## config.mk

```make
export PLATFORM = sky130hd
export DESIGN_NAME = pp_mode_select
export DESIGN_NICKNAME = d
export VERILOG_FILES = /design/src/include/pp_mode_pkg.sv /design/src/design/pp_mode_select.sv
export SDC_FILE = /design/constraint.sdc
export NUM_CORES = 1
export LEC_CHECK = 0
export ABC_AREA = 1
export BUFFER_PORTS_ARGS = -buffer_cell sky130_fd_sc_hd__buf_2
export CAP_MARGIN = 20
export CORE_MARGIN = 3
export CORE_UTILIZATION = 30
export DETAILED_ROUTE_END_ITERATION = 10
export HOLD_SLACK_MARGIN = 0.12
export PLACE_DENSITY = 0.54
export SYNTH_ARGS = -nofsm -noshare
export SYNTH_HDL_FRONTEND = slang
export SYNTH_SLANG_ARGS = --single-unit
```

## constraint.sdc

```tcl
create_clock -name core_clk -period 5.25 [get_ports core_clk]
set_input_delay 0.525 -clock core_clk [delete_from_list [all_inputs] [get_ports core_clk]]
set_output_delay 0.525 -clock core_clk [all_outputs]
set_load 0.005 [all_outputs]
```

## src/include/pp_mode_pkg.sv

```systemverilog
// constants and types for the parallel port mode selection block
// Function
// RULE1: after reset the port runs in extended-capabilities mode
// RULE2: static mode comes from configuration register bits 7 to 5
// RULE3: static field 000 compat, 001 extended, 010 enh 1.7, 011 enh 1.9
// RULE4: run-time change only when config bit 4 set and bits 7-5 are 11x
// RULE5: dynamic mode from extended control bits 7-5 and second control
// RULE6: control field 000 compat, 001 extended, 010 fifo, 011 ecp
// RULE7: control field 100 picks enhanced; second control bit 4 picks rev
// RULE8: second control bit 7 qualifies compatibility in run-time modes; the code only stores and reads back bit 7
// RULE9: software sets config bit 4 before changing control mode bits
// RULE10: second-level registers reached through index 403 and data 404
// RULE11: interrupt routable to lines 1 to 15 except 2 and 13
// RULE12: dma request and acknowledge routable to one of three channels
// RULE13: port active only when function enable bit 4 is set
// RULE14: ecp mode has 16-entry fifo with threshold, pio and dma
// RULE15: standard compatible data path is output only, software driven
// RULE16: fifo compatible mode adds output fifo with hardware handshake
// RULE17: standard extended mode reads and writes full bytes both ways
// RULE18: enhanced 1.7 lacks interlock; others follow full handshake
// RULE19: on reset select-in, feed, strobe, irq float; init driven zero
package pp_mode_pkg;
  localparam logic [10:0] OFS_DATA      = 11'h000;
  localparam logic [10:0] OFS_STATUS    = 11'h001;
  localparam logic [10:0] OFS_CONTROL   = 11'h002;
  localparam logic [10:0] OFS_FIFO      = 11'h400;
  localparam logic [10:0] OFS_EXT_CTRL  = 11'h402;
  localparam logic [10:0] OFS_MODE_IDX  = 11'h403;
  localparam logic [10:0] OFS_MODE_DATA = 11'h404;
  localparam logic [2:0]  IDX_SECOND_CTRL = 3'h2;
  localparam logic [7:0]  RST_CFG       = 8'hF0;
  localparam logic [7:0]  RST_EXT_CTRL  = 8'h60;
  localparam logic [7:0]  RST_CONTROL   = 8'h04;
  localparam logic [7:0]  RST_SECOND    = 8'h00;
  localparam logic [3:0]  RST_IRQ_SEL   = 4'h7;
  localparam logic [1:0]  RST_DMA_SEL   = 2'h0;
  localparam int          FIFO_DEPTH    = 16;
  localparam int          FIFO_WIDTH    = 8;
  localparam logic [4:0]  RST_THRESH    = 5'h08;
  localparam int          HS_CYCLES     = 2;
  typedef enum logic [2:0] {
    MODE_COMPAT, MODE_EXTENDED, MODE_ENH17, MODE_ENH19, MODE_FIFO, MODE_ECP
  } port_mode_e;
  typedef enum logic [1:0] {HS_IDLE, HS_SETUP, HS_STROBE, HS_WAIT} hs_e;
endpackage

```

## src/design/pp_mode_select.sv

```systemverilog
// parallel port mode selection, register decode, fifo and handshake
`timescale 1ns/1ns
`default_nettype none

module fifo_assisted_compatible_mode #(
  parameter int WIDTH = 8,
  parameter int DEPTH = 16
) (
  input  wire logic             core_clk,
  input  wire logic             rst_sync_b,
  input  wire logic             flush,
  input  wire logic [WIDTH-1:0] in_data,
  input  wire logic             in_valid,
  output logic                  in_ready,
  output logic [WIDTH-1:0]      out_data,
  output logic                  out_valid,
  input  wire logic             out_ready,
  output logic [$clog2(DEPTH):0] level
);
  localparam int AW = $clog2(DEPTH);
  logic [WIDTH-1:0] mem [DEPTH];
  logic [AW-1:0]    wr_ptr_ff;
  logic [AW-1:0]    rd_ptr_ff;
  logic [AW:0]      cnt_ff;
  logic             push;
  logic             pop;

  // honest full and empty from the entry count
  assign in_ready  = (cnt_ff != (AW+1)'(DEPTH));
  assign out_valid = (cnt_ff != '0);
  assign push      = in_valid && in_ready;
  assign pop       = out_valid && out_ready;
  assign out_data  = mem[rd_ptr_ff];
  assign level     = cnt_ff;

  always_ff @(posedge core_clk) begin
    if (push) begin
      mem[wr_ptr_ff] <= in_data;
    end
  end

  // pointers and count; flush empties without touching storage
  always_ff @(posedge core_clk or negedge rst_sync_b) begin
    if (!rst_sync_b) begin
      wr_ptr_ff <= '0;
      rd_ptr_ff <= '0;
      cnt_ff    <= '0;
    end else if (flush) begin
      wr_ptr_ff <= '0;
      rd_ptr_ff <= '0;
      cnt_ff    <= '0;
    end else begin
      if (push) wr_ptr_ff <= wr_ptr_ff + AW'(1);
      if (pop) rd_ptr_ff <= rd_ptr_ff + AW'(1);
      if (push && !pop) cnt_ff <= cnt_ff + (AW+1)'(1);
      else if (pop && !push) cnt_ff <= cnt_ff - (AW+1)'(1);
    end
  end
endmodule

module pp_mode_select
  import pp_mode_pkg::*;
(
  input  wire logic        core_clk,
  input  wire logic        rst_b,
  input  wire logic [10:0] host_addr,
  input  wire logic        host_rd_b,
  input  wire logic        host_wr_b,
  input  wire logic [7:0]  host_wdata,
  output logic [7:0]       host_rdata,
  input  wire logic [7:0]  cfg_reg,
  input  wire logic        cfg_we,
  input  wire logic        function_enable_reg_one_bit4,
  input  wire logic [3:0]  irq_select,
  input  wire logic [1:0]  dma_select,
  output logic [2:0]       port_mode,
  output logic             port_active,
  input  wire logic [7:0]  pd_in,
  output logic [7:0]       pd_out,
  output logic             pd_oe,
  output logic             data_strobe_out,
  output logic             data_strobe_oe,
  output logic             auto_feed_out,
  output logic             auto_feed_oe,
  output logic             select_in_out,
  output logic             select_in_oe,
  output logic             init_out,
  input  wire logic        ack_b_pin,
  input  wire logic        busy_pin,
  output logic [15:0]      irq_out,
  output logic [15:0]      irq_oe,
  output logic [2:0]       dma_req,
  input  wire logic [2:0]  dma_ack_b
);
  logic [1:0] rst_sync_ff;
  logic       rst_sync_b;
  logic [7:0] cfg_ff;
  logic [7:0] ext_ctrl_ff;
  logic [2:0] mode_idx_ff;
  logic [7:0] second_ctrl_ff;
  logic [7:0] control_ff;
  logic [7:0] data_latch_ff;
  logic [3:0] irq_sel_ff;
  logic [1:0] dma_sel_ff;
  logic       outputs_live_ff;
  logic [2:0] ack_sync_ff;
  logic [2:0] busy_sync_ff;
  logic       ack_seen_ff;
  logic       busy_seen_ff;
  logic       wr_d_ff;
  logic       rd_d_ff;
  logic       wr_pulse;
  logic       rd_pulse;
  logic       dynamic_ok;
  logic       hw_fifo_mode;
  logic       irq_line_ok;
  logic       dma_ack;
  port_mode_e mode;
  hs_e        hs_ff;
  logic [1:0] hs_cnt_ff;
  logic [7:0] fifo_out;
  logic       fifo_valid;
  logic       fifo_ready;
  logic       fifo_pop;
  logic       fifo_push;
  logic [4:0] fifo_level;
  logic       thresh_irq;

  function automatic logic hit(input logic [10:0] a, input logic [10:0] o);
    return a == o;
  endfunction

  function automatic logic mode_is_enh(input port_mode_e m);
    return (m == MODE_ENH17) || (m == MODE_ENH19);
  endfunction

  // two-stage reset release
  always_ff @(posedge core_clk or negedge rst_b) begin
    if (!rst_b) rst_sync_ff <= 2'b00;
    else rst_sync_ff <= {rst_sync_ff[0], 1'b1};
  end
  assign rst_sync_b = rst_sync_ff[1];

  // host strobe edges; strobes are taken as synchronous to core_clk
  always_ff @(posedge core_clk or negedge rst_sync_b) begin
    if (!rst_sync_b) begin
      wr_d_ff <= 1'b0;
      rd_d_ff <= 1'b0;
    end else begin
      wr_d_ff <= !host_wr_b;
      rd_d_ff <= !host_rd_b;
    end
  end
  assign wr_pulse = !host_wr_b && !wr_d_ff && port_active;
  assign rd_pulse = !host_rd_b && !rd_d_ff && port_active;
  assign port_active = function_enable_reg_one_bit4; // RULE13

  // configuration register image and routing choices
  always_ff @(posedge core_clk or negedge rst_sync_b) begin
    if (!rst_sync_b) begin
      cfg_ff     <= RST_CFG;
      irq_sel_ff <= RST_IRQ_SEL;
      dma_sel_ff <= RST_DMA_SEL;
    end else if (cfg_we) begin
      cfg_ff     <= cfg_reg; // RULE2
      irq_sel_ff <= irq_select;
      dma_sel_ff <= dma_select;
    end
  end

  assign dynamic_ok = cfg_ff[4] && (cfg_ff[7:6] == 2'b11); // RULE4

  // extended control register; host writes change mode bits only when dynamic, a static config write resets them
  always_ff @(posedge core_clk or negedge rst_sync_b) begin
    if (!rst_sync_b) begin
      ext_ctrl_ff <= RST_EXT_CTRL; // RULE1
    end else if (cfg_we && !(cfg_reg[4] && cfg_reg[7:6] == 2'b11)) begin
      ext_ctrl_ff[7:5] <= RST_EXT_CTRL[7:5]; // RULE4
    end else if (wr_pulse && hit(host_addr, OFS_EXT_CTRL)) begin
      ext_ctrl_ff[4:0] <= host_wdata[4:0];
      if (dynamic_ok) ext_ctrl_ff[7:5] <= host_wdata[7:5]; // RULE9
    end
  end

  // indirect second-level registers
  always_ff @(posedge core_clk or negedge rst_sync_b) begin
    if (!rst_sync_b) begin
      mode_idx_ff    <= 3'h0;
      second_ctrl_ff <= RST_SECOND;
    end else if (wr_pulse && hit(host_addr, OFS_MODE_IDX)) begin
      mode_idx_ff <= host_wdata[2:0]; // RULE10
    end else if (wr_pulse && hit(host_addr, OFS_MODE_DATA) &&
                 mode_idx_ff == IDX_SECOND_CTRL) begin
      second_ctrl_ff <= host_wdata; // RULE10
    end
  end

  // mode decode, static or run-time
  always_comb begin
    mode = MODE_ECP;
    if (!dynamic_ok) begin
      case (cfg_ff[7:5]) // RULE3
        3'b000:  mode = MODE_COMPAT;
        3'b001:  mode = MODE_EXTENDED;
        3'b010:  mode = MODE_ENH17;
        3'b011:  mode = MODE_ENH19;
        default: mode = MODE_ECP;
      endcase
    end else begin
      case (ext_ctrl_ff[7:5]) // RULE5 RULE6
        3'b000:  mode = MODE_COMPAT;
        3'b001:  mode = MODE_EXTENDED;
        3'b010:  mode = MODE_FIFO;
        3'b011:  mode = MODE_ECP;
        3'b100:  mode = second_ctrl_ff[4] ? MODE_ENH19 : MODE_ENH17; // RULE7
        default: mode = MODE_ECP;
      endcase
    end
  end
  assign port_mode    = 3'(mode);
  assign hw_fifo_mode = (mode == MODE_FIFO) || (mode == MODE_ECP);

  // data latch and standard control register
  always_ff @(posedge core_clk or negedge rst_sync_b) begin
    if (!rst_sync_b) begin
      data_latch_ff <= 8'h00;
      control_ff    <= RST_CONTROL;
    end else if (wr_pulse && hit(host_addr, OFS_DATA)) begin
      data_latch_ff <= host_wdata; // RULE15 RULE17
    end else if (wr_pulse && hit(host_addr, OFS_CONTROL)) begin
      control_ff <= host_wdata;
      // compat modes keep the direction bit clear
      if (mode != MODE_EXTENDED && mode != MODE_ECP && !mode_is_enh(mode))
        control_ff[5] <= 1'b0; // RULE15
    end
  end

  // outputs other than init stay floating from reset until software first writes control
  always_ff @(posedge core_clk or negedge rst_sync_b) begin
    if (!rst_sync_b) outputs_live_ff <= 1'b0; // RULE19
    else if (wr_pulse && hit(host_addr, OFS_CONTROL)) outputs_live_ff <= 1'b1;
  end

  // three-stage input samplers; change counts when stages two and three agree
  always_ff @(posedge core_clk or negedge rst_sync_b) begin
    if (!rst_sync_b) begin
      ack_sync_ff  <= 3'b111;
      busy_sync_ff <= 3'b000;
      ack_seen_ff  <= 1'b1;
      busy_seen_ff <= 1'b0;
    end else begin
      ack_sync_ff  <= {ack_sync_ff[1:0], ack_b_pin};
      busy_sync_ff <= {busy_sync_ff[1:0], busy_pin};
      if (ack_sync_ff[2] == ack_sync_ff[1]) ack_seen_ff <= ack_sync_ff[2];
      if (busy_sync_ff[2] == busy_sync_ff[1]) busy_seen_ff <= busy_sync_ff[2];
    end
  end

  // fifo writes from host or dma; a full fifo drops a host write and withdraws the dma request
  assign dma_ack   = (dma_sel_ff != 2'h3) && !dma_ack_b[dma_sel_ff];
  assign fifo_push = hw_fifo_mode && ((wr_pulse && hit(host_addr, OFS_FIFO))
                     || dma_ack); // RULE14 RULE16

  fifo_assisted_compatible_mode #(
    .WIDTH (FIFO_WIDTH),
    .DEPTH (FIFO_DEPTH)
  ) u_fifo (
    .core_clk   (core_clk),
    .rst_sync_b (rst_sync_b),
    .flush      (!hw_fifo_mode),
    .in_data    (host_wdata),
    .in_valid   (fifo_push),
    .in_ready   (fifo_ready),
    .out_data   (fifo_out),
    .out_valid  (fifo_valid),
    .out_ready  (fifo_pop),
    .level      (fifo_level)
  );

  // hardware handshake drains the fifo; printer busy stalls it
  always_ff @(posedge core_clk or negedge rst_sync_b) begin
    if (!rst_sync_b) begin
      hs_ff     <= HS_IDLE;
      hs_cnt_ff <= 2'h0;
    end else begin
      case (hs_ff)
        HS_IDLE: begin
          if (fifo_valid && !busy_seen_ff) hs_ff <= HS_SETUP; // RULE16
        end
        HS_SETUP: begin
          hs_ff     <= HS_STROBE;
          hs_cnt_ff <= 2'(HS_CYCLES);
        end
        HS_STROBE: begin
          // strobe stays low until busy answers; a printer that never
          // raises busy stalls the fifo, the price of the interlock
          if (hs_cnt_ff <= 2'h1 &&
              (mode == MODE_ENH17 || busy_seen_ff)) // RULE18
            hs_ff <= HS_WAIT;
          if (hs_cnt_ff != 2'h0) hs_cnt_ff <= hs_cnt_ff - 2'h1;
        end
        HS_WAIT: begin
          // interlock on busy except in the uninterlocked enhanced mode
          if (mode == MODE_ENH17 || !busy_seen_ff) // RULE18
            hs_ff <= HS_IDLE;
        end
        default: hs_ff <= HS_IDLE;
      endcase
    end
  end
  assign fifo_pop = (hs_ff == HS_WAIT) && hw_fifo_mode &&
                    (mode == MODE_ENH17 || !busy_seen_ff);

  // threshold interrupt and demand dma request
  assign thresh_irq = hw_fifo_mode && !ext_ctrl_ff[2] &&
                      (fifo_level < RST_THRESH); // RULE14
  assign irq_line_ok = (irq_sel_ff != 4'h0) && (irq_sel_ff != 4'h2) &&
                       (irq_sel_ff != 4'hD); // RULE11

  // interrupt lines: only the routed line is driven
  genvar gi;
  generate
    for (gi = 0; gi < 16; gi++) begin : g_irq
      assign irq_oe[gi]  = outputs_live_ff && irq_line_ok &&
                           (irq_sel_ff == 4'(gi)); // RULE11 RULE19
      assign irq_out[gi] = thresh_irq || (control_ff[4] && !ack_seen_ff);
    end
    for (gi = 0; gi < 3; gi++) begin : g_dma
      assign dma_req[gi] = (dma_sel_ff == 2'(gi)) && ext_ctrl_ff[3] &&
                           hw_fifo_mode && fifo_ready; // RULE12
    end
  endgenerate

  // pins: strobe from software or from the handshake machine
  assign data_strobe_out = hw_fifo_mode ? !(hs_ff == HS_STROBE)
                                        : !control_ff[0];
  assign data_strobe_oe  = outputs_live_ff; // RULE19
  assign auto_feed_out   = !control_ff[1];
  assign auto_feed_oe    = outputs_live_ff; // RULE19
  assign select_in_out   = !control_ff[3];
  assign select_in_oe    = outputs_live_ff; // RULE19
  assign init_out        = outputs_live_ff && control_ff[2]; // RULE19
  assign pd_out = hw_fifo_mode ? fifo_out : data_latch_ff;
  assign pd_oe  = outputs_live_ff &&
                  (mode == MODE_COMPAT || mode == MODE_FIFO ||
                   !control_ff[5]); // RULE15 RULE17

  // register read-back; bit 7 of second control shown with its index
  always_comb begin
    host_rdata = 8'h00;
    if (hit(host_addr, OFS_DATA))
      host_rdata = (mode == MODE_EXTENDED && control_ff[5]) ? pd_in
                   : data_latch_ff; // RULE17
    else if (hit(host_addr, OFS_STATUS))
      host_rdata = {!busy_seen_ff, ack_seen_ff, 6'h3F};
    else if (hit(host_addr, OFS_CONTROL))
      host_rdata = control_ff;
    else if (hit(host_addr, OFS_EXT_CTRL))
      host_rdata = {ext_ctrl_ff[7:2], fifo_level == 5'(FIFO_DEPTH),
                    fifo_level == 5'h00};
    else if (hit(host_addr, OFS_MODE_IDX))
      host_rdata = {5'h00, mode_idx_ff};
    else if (hit(host_addr, OFS_MODE_DATA) && mode_idx_ff == IDX_SECOND_CTRL)
      host_rdata = second_ctrl_ff; // RULE8
  end
endmodule

`default_nettype wire

```

# Word-level counts from Yosys, hierarchy flattened
# Memories as Yosys holds them, arrays and structs flattened.
# Index checks and enable logic that the tools add are counted.
dict set report totals {
  elab_cells 225
  out_inout_bits 63
  ram_bits 128
  reg_bits 78
  n_memories 1
}
# name words word_bits read_ports rd_clocked_by_memory_dff wr line
set mem_list {}
lappend mem_list {u_fifo.mem 16 8 1 0 1 pp_mode_select.sv:21} ;# logic [WIDTH-1:0] mem [DEPTH];
dict set report op_classes {
  bitwise_logic 3
  reduce_logical 102
  n_eq_ne 56
  n_mux 34
  addsub 5
  order_cmp 3
}
# operator count
set op_table {}
lappend op_table {{$mux W8} 9}
lappend op_table {{$logic_and A1 B1 Y1} 59}
lappend op_table {{$eq A11 B11 Y1 const B} 4}
lappend op_table {{$eq A4 B4 Y1 const B} 8}
lappend op_table {{$pmux W3 S4} 2}
lappend op_table {{$eq A3 B2 Y1 const B} 6}
lappend op_table {{$eq A4 B3 Y1 const B} 4}
lappend op_table {{$mux W4} 4}
lappend op_table {{$logic_not A1 Y1} 15}
lappend op_table {{$mux W5} 3}
lappend op_table {{$eq A11 B1 Y1 const B} 1}
lappend op_table {{$eq A11 B2 Y1 const B} 1}
lappend op_table {{$logic_not A11 Y1} 1}
lappend op_table {{$eq A2 B2 Y1 const B} 5}
lappend op_table {{$ne A2 B2 Y1 const B} 5}
lappend op_table {{$reduce_and A2 Y1} 5}
lappend op_table {{$eq A3 B1 Y1 const B} 3}
lappend op_table {{$eq A3 B3 Y1 const B} 3}
lappend op_table {{$logic_not A3 Y1} 3}
lappend op_table {{$mux W3} 3}
lappend op_table {{$add A4 B1 Y4 const B} 2}
lappend op_table {{$eq A4 B2 Y1 const B} 2}
lappend op_table {{$logic_or A1 B1 Y1} 8}
lappend op_table {{$mux W2} 4}
lappend op_table {{other kinds (28)} 43}

# Longest topological paths before layout
dict set report logic_depth {
  depth_word 12
  mapped_depth 17
  ltp_nobuf 17
}

# By module
# Synthesis repeated with hierarchy kept, for this count alone.
dict set report unflattened {
  hier_cells 985
  area_unflattened_um2 9594.2
}
# module cells_each n_inst area_per_inst_um2
set modules_own_cells {}
lappend modules_own_cells {fifo_assisted_compatible_mode 503 1 6048.3}
lappend modules_own_cells {pp_mode_select 482 1 3545.9}

# Worst setup path before layout
# OpenSTA, ideal clock, no wires.
dict set report synth_path {
  kind {reg2out}
  start {register ext_ctrl_ff[5]}
  end {output irq_out[10]}
  path_stages_with_launch 9
  arrival_ps 2160
  slack_ps 2565
  required_time_ps 4725
  cell_sequence {dfstp_2 > nand2_1 > nand2_1 > o21ai_4 > inv_2 > clkbuf_1 > nand2_1 > o22ai_1 > buf_4}
}
dict set report synth_via {
  elab_chain_len 8
}
# item line
set synth_rtl {}
lappend synth_rtl {{start, declared} pp_mode_select.sv:98} ;# logic [7:0] ext_ctrl_ff;
lappend synth_rtl {{start signal, assigned} pp_mode_select.sv:178} ;# ext_ctrl_ff[7:5] <= RST_EXT_CTRL[7:5];
lappend synth_rtl {{start signal, assigned} pp_mode_select.sv:181} ;# if (dynamic_ok) ext_ctrl_ff[7:5] <= host_wdata[7:5];
lappend synth_rtl {{$eq A3 B3 Y1 (tied with other cells)} pp_mode_select.sv:210} ;# case (ext_ctrl_ff[7:5])
lappend synth_rtl {{$pmux W3 S4 (*)} pp_mode_select.sv:210}
lappend synth_rtl {{$mux W3 (*)} pp_mode_select.sv:201} ;# if (!dynamic_ok) begin
lappend synth_rtl {{$eq A3 B3 Y1} pp_mode_select.sv:221} ;# assign hw_fifo_mode = (mode == MODE_FIFO) || (mode == MODE_ECP);
lappend synth_rtl {{$logic_or A1 B1 Y1 (*)} pp_mode_select.sv:221}
lappend synth_rtl {{$logic_and A1 B1 Y1 (*) (2 in series)} pp_mode_select.sv:315} ;# assign thresh_irq = hw_fifo_mode && !ext_ctrl_ff[2] &&
lappend synth_rtl {{$logic_or A1 B1 Y1 (*)} n/a}
lappend synth_rtl {{end, declared} pp_mode_select.sv:90} ;# output logic [15:0] irq_out,
# Mark *: on every way between the ends. The rest lies on a longest branch, timed or not.

# Worst setup path in the final report
dict set report layout_path {
  start {register u_fifo.rd_ptr_ff[0]}
  end {output pd_out[3]}
}
dict set report layout_via {
  elab_chain_len 2
}
# item line
set layout_rtl {}
lappend layout_rtl {{start, declared} pp_mode_select.sv:23} ;# logic [AW-1:0] rd_ptr_ff;
lappend layout_rtl {{start signal, assigned} pp_mode_select.sv:54} ;# if (pop) rd_ptr_ff <= rd_ptr_ff + AW'(1);
lappend layout_rtl {{$mem_v2 Z16 W8} n/a}
lappend layout_rtl {{$mux W8} pp_mode_select.sv:343} ;# assign pd_out = hw_fifo_mode ? fifo_out : data_latch_ff;
lappend layout_rtl {{end, declared} pp_mode_select.sv:79} ;# output logic [7:0] pd_out,
# Every way passes these cells.

==> results.md <==
* Status: completed
* Chip height at 182 um
* CTS tree: built
* Clk buf depth at 2
* Final setup TNS at 0 ns
* Pins Over Slew Limit at 0
* ANT cells at 0
* Clk Latency, worst-skew pair at 0.45 ns
* Total CTS buffers at 17
* # DRC at 0
* # setup viols final at 0
* DPL Wire Length at 16.0 mm
* CTS resizes at 0
* Ports at 115
* Ys Warns at 0
* Area after DPL at 0.0100 sq mm
* Routability congestion estimate from global placement at 0.838
* Clock Root Buffer: clkbuf_16
* Leak pwr at 4.34 nW
* PD cells at 382 mW/mm^2
* Place WS at 2.21 ns
* Area Growth Syn to Fin at 15.3%
* Tcrit/Tclk final at 66.3%
* Worst Tran Pin Value at 1.06 ns
* Worst path required time at 4.72 ns
* Layout Skew at 0.0211 ns
* RSZ-0062 raised after global routing: false
* Library cells used by synthesis at 42
* Tmin final at 3.48 ns
* R2R cell count at 9
* Final Cell Area at 0.0107 sq mm
* Post-Syn Area at 0.00927 sq mm
* Setup CP Type: register to output pin
* Final Hold Viols at 0
* Syn_area_per_cell at 9.90 sq um
* Worst Hold Class: input pin to register
* Initial Utilization at 30.9%
* Post-CTS Setup Inserts at 0
* Startpoint types: register
* Hold Crit Depth at 1
* Initial DRC count at 544
* DR vias at 6784
* CTS clk-pin slew, worst paths at 0.08 ns
* Commonest cells after routing, fill and taps aside: nor2_1, nand2_1, o21ai_0, edfxtp_1, buf_2
* Arrival @ worst endpoint at 2.96 ns
* Power Total at 4.08 mW
* Max-cap violation count at 0
* Number of global-route vias before repair at 6529
* Core Rows at 63
* Die width at 182 um
* GRT Total Usage at 14.3%
* H-tree levels at 4
* Largest net degree at the start of global routing at 71
* Routed wire per std cell at 16.5 um
* Port bufs at 106
* Register bit total from synthesis at 200
* Core Region at 0.0300 sq mm
* Die ar. at 0.0331 sq mm
* Worst vdd ir at 236 uV
* Via density per instance at 4.78
* First-pass GRT wire length at 37.1 mm
* Initial antenna violation count at 0
* Crit Path Max Fanout at 44
* Nets at 1085
* Layout cells sized above 1 at 17.1%
* Commonest non-fill, non-tap cell in the layout: nor2_1
* Post-Synthesis Cells at 937
* Worst setup EP type: output pin
* Post-cts hold buffer count at 1
* Grt total ovfl at 0
* Final WL at 23.5 mm
* Worst Slack Setup Final at 1.77 ns
* Pre-Repair DR Iteration Count at 5
* Fmax at 0.287 GHz
* Seq/Total Area, Yosys at 61.1%
* Hold WS at 0.183 ns
* Num Clock Sinks at 200
* Relative slew margins at 29.1%
* Final antenna-violating net count at 0
-- stage by stage --
stage	util (%)	cells
global route	35.6	1419
detailed placement	33.5	1386
global placement	33.5	1386
floorplan	-	939
finish	35.6	1419
CTS	35.6	1419
-- state kept, by name, indices dropped and copies added (netlist names), 5 cells and up --
| register | count |
|---|---|
| u_fifo.mem | 128 |
| control_ff | 8 |
| data_latch_ff | 8 |
| second_ctrl_ff | 8 |
| ext_ctrl_ff | 6 |
| u_fifo.level | 5 |
-- metal layers --
layer / up-vias / global-route usage, % / part of all wire, %
li1: 3349 / - / -
met1: 3282 / 19.3 / 46
met2: 130 / 24.1 / 50
met3: 23 / 1.88 / 3.0
met4: 0 / 3.87 / 1.5
met5: - / 0 / 0
-- path summary, 6_finish.rpt --
path | startpoint | end | slack (ns)
setup / recovery | u_fifo.rd_ptr_ff[0] | pd_out[3] | 1.77
hold / removal | ack_b_pin | ack_sync_ff[0] | 0.18
setup reg to reg | wr_d_ff | u_fifo.mem[13][4] | 2.63
hold reg to reg | busy_sync_ff[0] | busy_sync_ff[1] | 0.35
max in group asynchronous | rst_sync_ff[1] | u_fifo.rd_ptr_ff[0] | 4.11
min in group asynchronous | rst_b | rst_sync_ff[1] | 0.40
-- cells by family after synthesis --
| group | synth area share, % |
|---|---|
| AND/OR/NAND/NOR | 16.4 |
| AO/OA/AOI/OAI | 12.9 |
| flip-flops | 61.1 |
| buffers and inverters | 6.33 |
| adder cells (fa/ha/maj) | 2.59 |
| XOR/XNOR | 0.567 |
| other | 0.0810 |
-- final cells by class --
cell class / count / area, sq um
clock buffer: 17 / 425
clock inverter: 15 / 208
fill: 3004 / 19300
inverter: 80 / 300
multi-input combinational: 606 / 3030
sequential: 200 / 5670
tap: 390 / 488
timing repair buffer: 111 / 571
-- power breakdown --
group	internal, mW	switching [mW]	total [mW]
sequential	1.77	0.118	1.89
combinational	0.288	0.524	0.812
clock	0.668	0.713	1.38
-- worst max-delay path, stage by stage (launching register included) --
cell and delay, ns:
dfrtp_2 0.92, buf_4 0.43, o21ai_0 0.15, o211ai_1 0.32, o211ai_1 0.22, a31oi_1 0.28
buf_2 0.17
-- cell usage after synthesis (all sizes together) --
cell type,number,area [sq um]
clkbuf,22,82.6
a21boi,1,7.51
o21bai,1,7.51
xor2,6,52.6
ha,16,200
or2,1,6.26
nand2,143,562
nand3,43,215
dfstp,14,368
inv,79,297
maj3,2,20.0
conb,2,7.51
clkinv,1,3.75
nor3,14,70.1
a21oi,11,66.3
o211ai,36,270
a31oi,9,56.3
a221oi,1,8.76
a22oi,2,15.0
edfxtp,128,3840
a22o,1,8.76
fa,1,20.0
nor2,163,622
o2111ai,3,26.3
nand4,4,40.0
buf,31,204
o21ai,141,721
o22ai,2,12.5
nand3b,1,7.51
dfrtp,58,1450
Power figures use the tool's default switching activity.
